--- config.mk ---
export PLATFORM = sky130hd
export DESIGN_NAME = serial_flash_read
export DESIGN_NICKNAME = d
export VERILOG_FILES = /design/src/byte_fifo.v /design/src/serial_flash_read.v
export VERILOG_INCLUDE_DIRS = /design/src /design/src/src
export SDC_FILE = /design/constraint.sdc
export NUM_CORES = 1
export LEC_CHECK = 0
export BUFFER_PORTS_ARGS = -buffer_cell sky130_fd_sc_hd__buf_4
export CAP_MARGIN = 10
export CORE_ASPECT_RATIO = 0.6
export CORE_UTILIZATION = 57
export DETAILED_ROUTE_END_ITERATION = 8
export GPL_ROUTABILITY_DRIVEN = 1
export GPL_TIMING_DRIVEN = 0
export PLACE_DENSITY = 0.76
export SLEW_MARGIN = 15
export SYNTH_ARGS = -nofsm -noshare
export SYNTH_HDL_FRONTEND = slang
export SYNTH_SLANG_ARGS = --single-unit
--- constraint.sdc ---
create_clock -name mclk_i -period 11.5 [get_ports mclk_i]
set_input_delay 0.575 -clock mclk_i [delete_from_list [all_inputs] [get_ports mclk_i]]
set_output_delay 0.575 -clock mclk_i [all_outputs]
set_load 0.02 [all_outputs]
--- src/sflash_defs.vh ---
// constants for the serial flash read front end
`ifndef SFLASH_DEFS_VH
`define SFLASH_DEFS_VH

// read opcodes
`define OP_READ 8'h03
`define OP_FAST_READ 8'h0B
`define OP_DUAL_OUTPUT_READ 8'h3B
`define OP_DUAL_LANE_ADDRESS_READ 8'hBB
`define OP_QUAD_OUTPUT_READ 8'h6B
`define OP_QUAD_LANE_ADDRESS_READ 8'hEB
`define OP_ENHANCE_RESET 8'hFF

// array address
`define ADDR_W 24

// lane width selects
`define LANES_1 2'h0
`define LANES_2 2'h1
`define LANES_4 2'h2

// last address clock index per lane width (24, 12, 6 clocks)
`define ADDR_LAST_1 5'h17
`define ADDR_LAST_2 5'h0B
`define ADDR_LAST_4 5'h05

// dummy clocks
`define DUMMY_NONE 5'h00
`define DUMMY_FAST 5'h08
`define DUMMY_DUAL_IO 5'h04
`define DUMMY_QUAD_IO 5'h06

// last output step of a byte per lane width
`define STEP_LAST_1 3'h7
`define STEP_LAST_2 3'h3
`define STEP_LAST_4 3'h1

// output enable masks, lane three down to lane zero
`define OE_NONE 4'h0
`define OE_1 4'h2
`define OE_2 4'h3
`define OE_4 4'hF

// enhance indicator: all upper bits toggle against lower bits
`define ENH_TOGGLE 4'hF

// prefetch buffer
`define FIFO_DEPTH 8
`define FIFO_AW 3

`endif

--- src/byte_fifo.v ---
// synchronous fifo with flush, valid and ready on both sides
`timescale 1ns/100ps
module byte_fifo #(
  parameter W = 8,
  parameter D = 8,
  parameter AW = 3
) (
  input wire mclk_i,
  input wire rst_i,
  input wire clr_i,
  input wire in_valid_i,
  output wire in_ready_o,
  input wire [W-1:0] in_data_i,
  output wire out_valid_o,
  input wire out_ready_i,
  output wire [W-1:0] out_data_o
);
  reg [W-1:0] mem [0:D-1];
  reg [AW-1:0] wp;
  reg [AW-1:0] rp;
  reg [AW:0] count;
  wire push;
  wire pop;

  assign in_ready_o = (count != D[AW:0]);
  assign out_valid_o = (count != {(AW+1){1'b0}});
  assign out_data_o = mem[rp];
  assign push = in_valid_i && in_ready_o;
  assign pop = out_valid_o && out_ready_i;

  // storage has no reset; only the pointers and count need a defined value
  always @(posedge mclk_i) begin
    if (push) begin
      mem[wp] <= in_data_i;
    end
  end

  // pointers wrap naturally when depth is a power of two
  always @(posedge mclk_i or posedge rst_i) begin
    if (rst_i) begin
      wp <= {AW{1'b0}};
      rp <= {AW{1'b0}};
      count <= {(AW+1){1'b0}};
    end else if (clr_i) begin
      wp <= {AW{1'b0}};
      rp <= {AW{1'b0}};
      count <= {(AW+1){1'b0}};
    end else begin
      if (push) begin
        wp <= wp + {{(AW-1){1'b0}}, 1'b1};
      end
      if (pop) begin
        rp <= rp + {{(AW-1){1'b0}}, 1'b1};
      end
      if (push && !pop) begin
        count <= count + {{AW{1'b0}}, 1'b1};
      end else if (pop && !push) begin
        count <= count - {{AW{1'b0}}, 1'b1};
      end
    end
  end
endmodule // byte_fifo

--- src/serial_flash_read.v ---
// read-command front end of a serial flash, oversampling the host link
`timescale 1ns/100ps
`include "sflash_defs.vh"

// Contract
// - sample on rising, launch on falling clock
// - address counter increments per byte, wraps zero
// - basic read: opcode, three address bytes, data
// - chip select high ends read, stops driving
// - decode 03 basic, 0B fast read
// - fast read waits one dummy byte
// - reject fast/multi-lane reads during write cycle
// - dual output: single-lane address, eight dummies
// - dual address: two-lane address, four dummies
// - quad output: single address, eight dummies
// - quad address: four-lane address, six dummies
// - toggling indicator enters enhance mode
// - decode 3B dual output, BB dual address
// - decode 6B quad output, EB quad address
// - quad enable selects quad, disables protect (only EB and enhance reselect check it; 6B runs without it)
// - write in progress flag marks write cycle
// - enhance mode skips opcode after reselect
// - non-toggling indicator clears enhance mode
module serial_flash_read (
  input wire mclk_i,
  input wire rst_i,
  input wire cs_n_i,
  input wire sclk_i,
  input wire io_lane_zero_i,
  output reg io_lane_zero_o,
  output reg io_lane_zero_oe_o,
  input wire io_lane_one_i,
  output reg io_lane_one_o,
  output reg io_lane_one_oe_o,
  input wire io_lane_two_i,
  output reg io_lane_two_o,
  output reg io_lane_two_oe_o,
  input wire io_lane_three_i,
  output reg io_lane_three_o,
  output reg io_lane_three_oe_o,
  input wire write_in_progress_bit_i,
  input wire quad_enable_bit_i,
  output reg mem_req_o,
  output reg [`ADDR_W-1:0] mem_addr_o,
  input wire [7:0] mem_rdata_i,
  input wire mem_rvalid_i,
  output reg [`ADDR_W-1:0] rd_addr_o,
  output reg enhance_mode_o,
  output reg cmd_reject_o,
  output reg write_protect_active_o
);
  localparam S_IDLE = 3'h0;
  localparam S_CMD = 3'h1;
  localparam S_ADDR = 3'h2;
  localparam S_DUMMY = 3'h3;
  localparam S_DATA = 3'h4;
  localparam S_IGNORE = 3'h5;

  // two-stage synchronisers for every pin
  reg [5:0] pin_meta;
  reg [5:0] pin_sync;
  reg sclk_d;
  wire cs_s;
  wire sclk_s;
  wire [3:0] io_s;
  wire sclk_rise;
  wire sclk_fall;

  reg [2:0] state;
  reg [4:0] cnt;
  reg [6:0] opc;
  reg [`ADDR_W-1:0] addr;
  reg [1:0] a_sel;
  reg [1:0] d_sel;
  reg [4:0] dum_n;
  reg is_quad_io;
  reg [3:0] ind_hi;
  reg [7:0] sh;
  reg [2:0] step;
  reg first_byte;

  // prefetch side
  reg fetch_on;
  reg pending;
  reg stale;
  reg [`ADDR_W-1:0] fetch_addr;

  // decode results for the opcode being completed
  wire [7:0] cmd_byte;
  reg dec_known;
  reg dec_needs_idle;
  reg dec_needs_qe;
  reg [1:0] dec_a_sel;
  reg [1:0] dec_d_sel;
  reg [4:0] dec_dum;
  reg [`ADDR_W-1:0] addr_sh;
  reg [4:0] addr_last;
  reg [2:0] step_last;
  reg [3:0] oe_mask;
  reg [3:0] lane_bits;
  reg [7:0] cur_b;

  wire fifo_in_ready;
  wire fifo_out_valid;
  wire [7:0] fifo_out;
  wire fifo_push;
  wire fifo_pop;
  wire addr_done;

  assign cs_s = pin_sync[5];
  assign sclk_s = pin_sync[4];
  assign io_s = pin_sync[3:0];
  // edges are found only on the second stage and its delayed copy
  assign sclk_rise = sclk_s && !sclk_d;
  assign sclk_fall = !sclk_s && sclk_d;
  assign cmd_byte = {opc, io_s[0]};
  assign addr_done = (state == S_ADDR) && sclk_rise && !cs_s && (cnt == addr_last);

  // pins are asynchronous to mclk, so nothing reads the first stage
  always @(posedge mclk_i or posedge rst_i) begin
    if (rst_i) begin
      pin_meta <= 6'h3F;
      pin_sync <= 6'h3F;
      sclk_d <= 1'b1;
    end else begin
      pin_meta <= {cs_n_i, sclk_i, io_lane_three_i, io_lane_two_i,
                   io_lane_one_i, io_lane_zero_i};
      pin_sync <= pin_meta;
      sclk_d <= sclk_s;
    end
  end

  // opcode decode
  always @* begin
    dec_known = 1'b1;
    dec_needs_idle = 1'b1;
    dec_needs_qe = 1'b0;
    dec_a_sel = `LANES_1;
    dec_d_sel = `LANES_1;
    dec_dum = `DUMMY_NONE;
    case (cmd_byte)
      `OP_READ: begin
        dec_needs_idle = 1'b0;
      end
      `OP_FAST_READ: begin
        dec_dum = `DUMMY_FAST;
      end
      `OP_DUAL_OUTPUT_READ: begin
        dec_d_sel = `LANES_2;
        dec_dum = `DUMMY_FAST;
      end
      `OP_DUAL_LANE_ADDRESS_READ: begin
        dec_a_sel = `LANES_2;
        dec_d_sel = `LANES_2;
        dec_dum = `DUMMY_DUAL_IO;
      end
      `OP_QUAD_OUTPUT_READ: begin
        dec_d_sel = `LANES_4;
        dec_dum = `DUMMY_FAST;
      end
      `OP_QUAD_LANE_ADDRESS_READ: begin
        dec_needs_qe = 1'b1;
        dec_a_sel = `LANES_4;
        dec_d_sel = `LANES_4;
        dec_dum = `DUMMY_QUAD_IO;
      end
      default: begin
        dec_known = 1'b0;
      end
    endcase
  end

  // address shift, msb first with the top lane leading
  always @* begin
    case (a_sel)
      `LANES_2: begin
        addr_sh = {addr[`ADDR_W-3:0], io_s[1], io_s[0]};
        addr_last = `ADDR_LAST_2;
      end
      `LANES_4: begin
        addr_sh = {addr[`ADDR_W-5:0], io_s};
        addr_last = `ADDR_LAST_4;
      end
      default: begin
        addr_sh = {addr[`ADDR_W-2:0], io_s[0]};
        addr_last = `ADDR_LAST_1;
      end
    endcase
  end

  // output lane selection for the byte being shifted out
  always @* begin
    cur_b = (step == 3'h0) ? fifo_out : sh;
    case (d_sel)
      `LANES_2: begin
        step_last = `STEP_LAST_2;
        oe_mask = `OE_2;
        lane_bits = {2'h0, cur_b[7], cur_b[6]};
      end
      `LANES_4: begin
        step_last = `STEP_LAST_4;
        oe_mask = `OE_4;
        lane_bits = cur_b[7:4];
      end
      default: begin
        step_last = `STEP_LAST_1;
        oe_mask = `OE_1;
        lane_bits = {2'h0, cur_b[7], 1'b0};
      end
    endcase
  end

  // command sequencer: rising clock edges move the framing along
  always @(posedge mclk_i or posedge rst_i) begin
    if (rst_i) begin
      state <= S_IDLE;
      cnt <= 5'h00;
      opc <= 7'h00;
      addr <= {`ADDR_W{1'b0}};
      a_sel <= `LANES_1;
      d_sel <= `LANES_1;
      dum_n <= `DUMMY_NONE;
      is_quad_io <= 1'b0;
      ind_hi <= 4'h0;
      enhance_mode_o <= 1'b0;
      cmd_reject_o <= 1'b0;
    end else if (cs_s) begin
      state <= S_IDLE;
      cnt <= 5'h00;
    end else begin
      case (state)
        S_IDLE: begin
          cnt <= 5'h00;
          cmd_reject_o <= 1'b0;
          if (enhance_mode_o) begin
            // reselect in enhance mode goes straight to address
            a_sel <= `LANES_4;
            d_sel <= `LANES_4;
            dum_n <= `DUMMY_QUAD_IO;
            is_quad_io <= 1'b1;
            if (write_in_progress_bit_i || !quad_enable_bit_i) begin
              state <= S_IGNORE;
              cmd_reject_o <= 1'b1;
            end else begin
              state <= S_ADDR;
            end
          end else begin
            state <= S_CMD;
          end
        end
        S_CMD: begin
          if (sclk_rise) begin
            opc <= cmd_byte[6:0];
            cnt <= cnt + 5'h01;
            if (cnt == 5'h07) begin
              cnt <= 5'h00;
              a_sel <= dec_a_sel;
              d_sel <= dec_d_sel;
              dum_n <= dec_dum;
              is_quad_io <= dec_needs_qe;
              if (cmd_byte == `OP_ENHANCE_RESET) begin
                enhance_mode_o <= 1'b0;
                state <= S_IGNORE;
              end else if (!dec_known) begin
                state <= S_IGNORE;
              end else if (dec_needs_idle && write_in_progress_bit_i) begin
                state <= S_IGNORE;
                cmd_reject_o <= 1'b1;
              end else if (dec_needs_qe && !quad_enable_bit_i) begin
                state <= S_IGNORE;
                cmd_reject_o <= 1'b1;
              end else begin
                state <= S_ADDR;
              end
            end
          end
        end
        S_ADDR: begin
          if (sclk_rise) begin
            addr <= addr_sh;
            cnt <= cnt + 5'h01;
            if (cnt == addr_last) begin
              cnt <= 5'h00;
              state <= (dum_n == `DUMMY_NONE) ? S_DATA : S_DUMMY;
            end
          end
        end
        S_DUMMY: begin
          if (sclk_rise) begin
            cnt <= cnt + 5'h01;
            // the first two quad dummies carry the enhance indicator
            if (is_quad_io && cnt == 5'h00) begin
              ind_hi <= io_s;
            end
            if (is_quad_io && cnt == 5'h01) begin
              enhance_mode_o <= ((ind_hi ^ io_s) == `ENH_TOGGLE);
            end
            if (cnt == dum_n - 5'h01) begin
              cnt <= 5'h00;
              state <= S_DATA;
            end
          end
        end
        S_DATA: begin
          state <= S_DATA;
        end
        S_IGNORE: begin
          state <= S_IGNORE;
        end
        default: begin
          state <= S_IDLE;
        end
      endcase
    end
  end

  // data out: each falling clock edge launches the next lane group
  assign fifo_pop = (state == S_DATA) && !cs_s && sclk_fall && (step == 3'h0);

  always @(posedge mclk_i or posedge rst_i) begin
    if (rst_i) begin
      sh <= 8'h00;
      step <= 3'h0;
      first_byte <= 1'b1;
      rd_addr_o <= {`ADDR_W{1'b0}};
      {io_lane_three_o, io_lane_two_o, io_lane_one_o, io_lane_zero_o} <= 4'h0;
      {io_lane_three_oe_o, io_lane_two_oe_o,
       io_lane_one_oe_o, io_lane_zero_oe_o} <= `OE_NONE;
    end else if (cs_s || state != S_DATA) begin
      // lanes float everywhere but the data phase
      {io_lane_three_oe_o, io_lane_two_oe_o,
       io_lane_one_oe_o, io_lane_zero_oe_o} <= `OE_NONE;
      step <= 3'h0;
      first_byte <= 1'b1;
      if (addr_done) begin
        rd_addr_o <= addr_sh;
      end
    end else if (sclk_fall) begin
      {io_lane_three_o, io_lane_two_o, io_lane_one_o, io_lane_zero_o} <= lane_bits;
      {io_lane_three_oe_o, io_lane_two_oe_o,
       io_lane_one_oe_o, io_lane_zero_oe_o} <= oe_mask;
      case (d_sel)
        `LANES_2: sh <= {cur_b[5:0], 2'h0};
        `LANES_4: sh <= {cur_b[3:0], 4'h0};
        default: sh <= {cur_b[6:0], 1'b0};
      endcase
      if (step == 3'h0) begin
        step <= step_last;
        first_byte <= 1'b0;
        if (!first_byte) begin
          rd_addr_o <= rd_addr_o + 24'h000001;
        end
      end else begin
        step <= step - 3'h1;
      end
    end
  end

  // prefetch: one read outstanding, issued only while the buffer has room
  assign fifo_push = mem_rvalid_i && pending && !stale && fetch_on;

  always @(posedge mclk_i or posedge rst_i) begin
    if (rst_i) begin
      fetch_on <= 1'b0;
      pending <= 1'b0;
      stale <= 1'b0;
      fetch_addr <= {`ADDR_W{1'b0}};
      mem_req_o <= 1'b0;
      mem_addr_o <= {`ADDR_W{1'b0}};
    end else begin
      mem_req_o <= 1'b0;
      if (mem_rvalid_i) begin
        pending <= 1'b0;
        stale <= 1'b0;
      end
      if (cs_s) begin
        fetch_on <= 1'b0;
        // a reply still in flight belongs to the old frame
        if (pending && !mem_rvalid_i) begin
          stale <= 1'b1;
        end
      end else if (addr_done) begin
        fetch_on <= 1'b1;
        fetch_addr <= addr_sh;
      end else if (fetch_on && !pending && !mem_req_o && fifo_in_ready) begin
        mem_req_o <= 1'b1;
        mem_addr_o <= fetch_addr;
        // 24-bit counter rolls over to zero after the top address
        fetch_addr <= fetch_addr + 24'h000001;
        pending <= 1'b1;
      end
    end
  end

  // quad mode takes lane two away from write protect
  always @(posedge mclk_i or posedge rst_i) begin
    if (rst_i) begin
      write_protect_active_o <= 1'b0;
    end else begin
      write_protect_active_o <= !quad_enable_bit_i && !io_s[2];
    end
  end

  // prefetch buffer smooths memory latency against the serial rate
  byte_fifo #(
    .W(8),
    .D(`FIFO_DEPTH),
    .AW(`FIFO_AW)
  ) u_fifo (
    .mclk_i(mclk_i),
    .rst_i(rst_i),
    .clr_i(cs_s),
    .in_valid_i(fifo_push),
    .in_ready_o(fifo_in_ready),
    .in_data_i(mem_rdata_i),
    .out_valid_o(fifo_out_valid),
    .out_ready_i(fifo_pop),
    .out_data_o(fifo_out)
  );

  // an empty buffer at a byte boundary sends whatever word the
  // buffer read pointer shows; there is no stall on the link, so
  // the memory must answer well within one serial byte time
  // trade-off: a deeper buffer only helps after the first byte,
  // the first fetch latency is paid inside the dummy phase, or for 03 in the half clock after the last address bit
endmodule // serial_flash_read

# ---- After elaboration in Yosys (flattened, before gate mapping)
# Memories as Yosys holds them, arrays and structs flattened.
# Cells that the tools add are included.
dict set report word_totals {
  register_bits 174
  ramBits 64
  wordCells 267
  mem_count 1
}
dict set report op_classes {
  n_addsub 9
  eq_ne 40
  muxes 108
  n_bitwise 4
  reduce_logical 69
}
# name depth word_bits read_ports rd_clocked_by_memory_dff wr line_no
set mem_list {}
lappend mem_list {u_fifo.mem 8 8 1 0 1 byte_fifo.v:18} ;# reg [W-1:0] mem [0:D-1];
# operator count
set op_table {}
lappend op_table {{$mux 24} 7}
lappend op_table {{$mux 3} 21}
lappend op_table {{$mux 5} 10}
lappend op_table {{$add 24x1->24 const B} 2}
lappend op_table {{$pmux 24 s2} 1}
lappend op_table {{$mux 1} 44}
lappend op_table {{$eq 8x8->1 const B} 3}
lappend op_table {{$logic_and 1x1->1} 24}
lappend op_table {{$ne 3x3->1 const B} 7}
lappend op_table {{$pmux 5 s2} 2}
lappend op_table {{$pmux 5 s4} 1}
lappend op_table {{$ne 2x2->1 const B} 9}
lappend op_table {{$pmux 3 s6} 1}
lappend op_table {{$pmux 2 s2} 4}
lappend op_table {{$pmux 4 s2} 2}
lappend op_table {{$pmux 8 s2} 1}
lappend op_table {{$reduce_bool 2->1} 8}
lappend op_table {{$reduce_and 7->1} 2}
lappend op_table {{$mux 4} 3}
lappend op_table {{$pmux 4 s3} 1}
lappend op_table {{$reduce_and 4->1} 3}
lappend op_table {{$logic_not 1->1} 11}
lappend op_table {{$eq 5x5->1} 2}
lappend op_table {{$logic_not 5->1} 2}
lappend op_table {{39 further kinds} 59}

# ---- Depth between registers and ports, before layout
dict set report logic_depth {
  depth_word 11
  mapped_depth 12
  mapped_depth_nobuf 11
}

# ---- Cells and area by module
# From an unflattened synthesis, not the netlist that was laid out.
dict set report unflattened {
  hier_cells 1072
  hier_area_um2 11444.7
}
# mod n_inst cells_per_inst area_per_inst_um2
set by_module_without_submodules {}
lappend by_module_without_submodules {serial_flash_read 1 900 8309.2}
lappend by_module_without_submodules {byte_fifo 1 172 3135.5}

# ---- Least setup slack after synthesis
# OpenSTA, ideal clock, no wires.
dict set report synth_timing {
  kind {register to register}
  start {register step[0]}
  end {register u_fifo.count[3]}
  setup_time_ns 0.132
  t_arrival_ns 2.325
  path_slack_ns 9.044
  path_stages_with_launch 13
  synth_period_minus_slack_ns 2.456
  cell_sequence {dfrtp_1 -> inv_1 -> ha_1 -> ha_1 -> clkbuf_1 -> nand4_2 -> nand2_1 -> ha_1 -> a21o_1 -> a21oi_1 -> mux2i_1 -> xor2_1 -> nor2_1}
}
dict set report synth_via {
  elab_chain_len 7
}
# item line_no
set synth_rtl {}
lappend synth_rtl {{start, declared} serial_flash_read.v:79} ;# reg [2:0] step;
lappend synth_rtl {{start signal, assigned} serial_flash_read.v:348} ;# step <= step_last;
lappend synth_rtl {{start signal, assigned} serial_flash_read.v:354} ;# step <= step - 3'h1;
lappend synth_rtl {{$logic_not 3->1 (*)} serial_flash_read.v:318} ;# assign fifo_pop = (state == S_DATA) && !cs_s && sclk_fall && (step == 3'h0);
lappend synth_rtl {{$logic_and 1x1->1 (*)} serial_flash_read.v:318}
lappend synth_rtl {{$logic_and 1x1->1 (*)} byte_fifo.v:29} ;# assign pop = out_valid_o && out_ready_i;
lappend synth_rtl {{$logic_not 1->1} byte_fifo.v:55} ;# if (push && !pop) begin
lappend synth_rtl {{$logic_and 1x1->1} byte_fifo.v:55}
lappend synth_rtl {{$mux 4} byte_fifo.v:55}
lappend synth_rtl {{$mux 4} byte_fifo.v:44} ;# end else if (clr_i) begin
lappend synth_rtl {{end signal, assigned} byte_fifo.v:43} ;# count <= {(AW+1){1'b0}};
lappend synth_rtl {{end signal, assigned} byte_fifo.v:47} ;# count <= {(AW+1){1'b0}};
lappend synth_rtl {{end signal, assigned} byte_fifo.v:56} ;# count <= count + {{AW{1'b0}}, 1'b1};
lappend synth_rtl {{end, declared} byte_fifo.v:21} ;# reg [AW:0] count;
# Mark *: on every way between the ends. The rest lies on a longest branch, timed or not.
# A chain may end at the register's enable or synchronous reset.

# ---- Final worst setup path
# Same ends and word-level chain as after synthesis.

==> impl_metrics.json <==
{
  "die_y_um": 111.3,
  "cp.required_ns": 11.88,
  "highest_layer": "met4",
  "cts.clk_slew.worst_paths_ns": 0.06,
  "slew_headroom_pct": 35.10,
  "multi_input_area_um2": 4773,
  "row_count": 39,
  "ctsHoldBuffers": 0,
  "critPathKind": "reg2reg",
  "hold_viol": 0,
  "wire_per_inst_um": 19.50,
  "synth_top_area_share_pct": 34.16,
  "num_vias": 8700,
  "regArea_um2": 6168,
  "pwr_density_cell_nw_per_um2": 142.6,
  "async_reset_ff_share_pct": 72.53,
  "htree_levels": 1,
  "fin_setup_tns_ns": 0,
  "cts-root-buf": "clkbuf_16",
  "post_cts_resized": 0,
  "synth_nets": 1073,
  "synth_warnings": 0,
  "synth_cell_type_count": 75,
  "critPathCaptureType": "flop",
  "initial_core_util_pct": 58.91,
  "fp.dieW_um": 184.2,
  "hpwl_um": 20120,
  "synth_edf_count": 64,
  "cap_violations": 0,
  "synth_common_cells": "dfrtp_1, nand2_1, nor2_1",
  "vias_per_cell": 6.110,
  "skew_ns": 0.01035,
  "syn_area_um2": 11350,
  "port-buffer-count": 78,
  "p_leak_uw": 0.005398,
  "min_period_over_period_pct": 25.77,
  "fmax_mhz": 337.5,
  "antenna_found_initial": 0,
  "first_pass_iters": 6,
  "fillCellCount": 1445,
  "cts_tree": "built",
  "yosysMostFrequentCell": "dfrtp_1",
  "place_congestion": 0.9262,
  "ys_ff_latch": 233,
  "netlist_instances": 1035,
  "crit_fanout": 10,
  "pre_cts_ws_ns": 8.618,
  "nNetsFinal": 1179,
  "rsz0062_at_grt": "no",
  "r2r_slack_ns": 8.54,
  "grt_overflow": 0,
  "hp-class": "in2async",
  "min_period_ns": 2.963,
  "finalSetupViolCount": 0,
  "drc_errors": 0,
  "grtUsageTotal_pct": 28.27,
  "drt_wl_total_um": 27760,
  "wl_met2_um": 10570,
  "layout_setup_ws_ns": 8.537,
  "area_growth_pct": 15.13,
  "cts_sinks": 233,
  "finalMaxSlewViolations": 0,
  "drive_above_1_share_pct": 20.73,
  "cts_inserted_buffers": 23,
  "wl_met1_um": 13790,
  "cp.arrival_ns": 3.34,
  "die-area_um2": 20510,
  "post_cts_buffers": 0,
  "ios": 79,
  "grt_first_pass_wirelength_um": 44910,
  "wl_met3_um": 3131,
  "worst_pin_slew_ns": 0.9699,
  "ys.flop_type": "dfrtp_1",
  "yosysTopAreaCell": "dfrtp_1",
  "critPathLaunchType": "flop",
  "clock_latency_ns": 0.51,
  "synth-seq-area-share_pct": 54.33,
  "grt_max_degree": 116,
  "drtIter0Drc": 1098,
  "clk_path_buf_depth": 3,
  "status": "complete, no violations",
  "antenna_left": 0,
  "avgSynthCellArea_um2": 10.97,
  "ys_top_cells_by_area": "dfrtp_1, edfxtp_1, mux2_2, o21ai_0, nand2_1",
  "coreArea_um2": 19270,
  "diodes": 0,
  "grt_pass1_vias": 8153,
  "ir_drop_mv": 0.1153
}
==> sequential cells by signal (all words and copies together) (netlist names), 2 cells and up <==
name and cells:
state 3, mem_addr_o 24, opc 7, ind_hi 4, fetch_addr 24, pin_sync 6
sh 7, d_sel 2, u_fifo.wp 3, a_sel 2, step 3, addr 23
u_fifo.rp 3, rd_addr_o 24, u_fifo.count 4, cnt 5, dum_n 2, u_fifo.mem 64
pin_meta 6
==> layout make-up <==
| class | count | area share (%) |
|---|---|---|
| buffer | 65 | 2.345 |
| clock buffer | 26 | 4.565 |
| clock inverter | 16 | 1.091 |
| inverter | 31 | 0.9476 |
| multi-input combinational | 706 | 36.51 |
| sequential | 233 | 47.19 |
| tap | 266 | 2.546 |
| timing repair buffer | 81 | 4.805 |
==> where the power goes <==
part           switching (uW)  total [uW]  leakage (uW)  internal [uW]
Clock                     321         743      0.000360            421
Combinational             134         209       0.00217           75.1
Sequential               27.5         912       0.00287            884
==> cells by family after synthesis <==
group / after synthesis / share of synthesized area, %
buffers and inverters: 96 / 3.725
flip-flops: 233 / 54.33
XOR/XNOR: 39 / 3.008
AO/OA/AOI/OAI: 241 / 12.94
multiplexers: 89 / 9.785
AND/OR/NAND/NOR: 318 / 14.06
adder cells (fa/ha/maj): 19 / 2.160
==> per-stage QoR <==
stage / hold slack [ns] / std cells / utilization, % / total power (uW) / area [um^2]
after CTS: 0.08215 / 1424 / 67.82 / 1867 / 13070
final: 0.07727 / 1424 / 67.82 / 1864 / 13070
after floorplan: 0.3452 / 1035 / - / 1062 / 11350
after global placement: 0.3454 / 1379 / 63.67 / 1123 / 12270
after global routing: 0.09568 / 1424 / 67.82 / 1934 / 13070
after detailed placement: 0.3468 / 1382 / 63.99 / 1131 / 12330
==> path summary, 6_finish.rpt <==
check / depth (start not counted) / endpoint / start
worst max-delay path: 12 / u_fifo.count[3]$_DFFE_PP0P_ / step[0]$_DFFE_PP0N_
worst min-delay path: 2 / mem_addr_o[7]$_DFFE_PP0P_ / rst_i
worst max register to register: 12 / u_fifo.count[3]$_DFFE_PP0P_ / step[0]$_DFFE_PP0N_
worst min register to register: 0 / pin_sync[2]$_DFF_PP1_ / pin_meta[2]$_DFF_PP1_
max in group asynchronous: 3 / pin_sync[3]$_DFF_PP1_ / rst_i
min in group mclk_i: 1 / pin_meta[5]$_DFF_PP1_ / cs_n_i
==> routing by layer <==
layer / global-route usage (%) / up-vias
li1: - / 3954
met1: 48.91 / 4237
met2: 35.33 / 477
met3: 7.129 / 32
met4: 4.111 / 0
met5: 0 / -
==> critical path, cell delays in order (launching register included) <==
cell	delay (ns)
dfrtp_1	0.40
inv_1	0.07
ha_1	0.15
ha_1	0.13
clkbuf_1	0.45
nand4_2	0.32
nand2_1	0.22
ha_1	0.25
a21o_1	0.18
a21oi_1	0.18
mux2i_1	0.25
xor2_1	0.18
nor2_1	0.06
==> placed cells by master (no fill, tap or decap), drive strengths merged, types with 7 or more instances in the layout <==
cell and n:
or3 7, nand2b 11, dfstp 14, mux2 46
nand3 22, nor2b 9, nand4 12, or2 7
a21oi 64, clkinv 10, a2bb2oi 7, nor3 22
mux4 13, xor2 11, mux2i 30, dfrtp 155
xnor2 28, ha 18, edfxtp 64, nor2 89
o21ai 86, o22ai 13, nand2 100, a22oi 26
buf 114, inv 33, clkbuf 58
No activity file was read; power rests on OpenSTA's default activity.
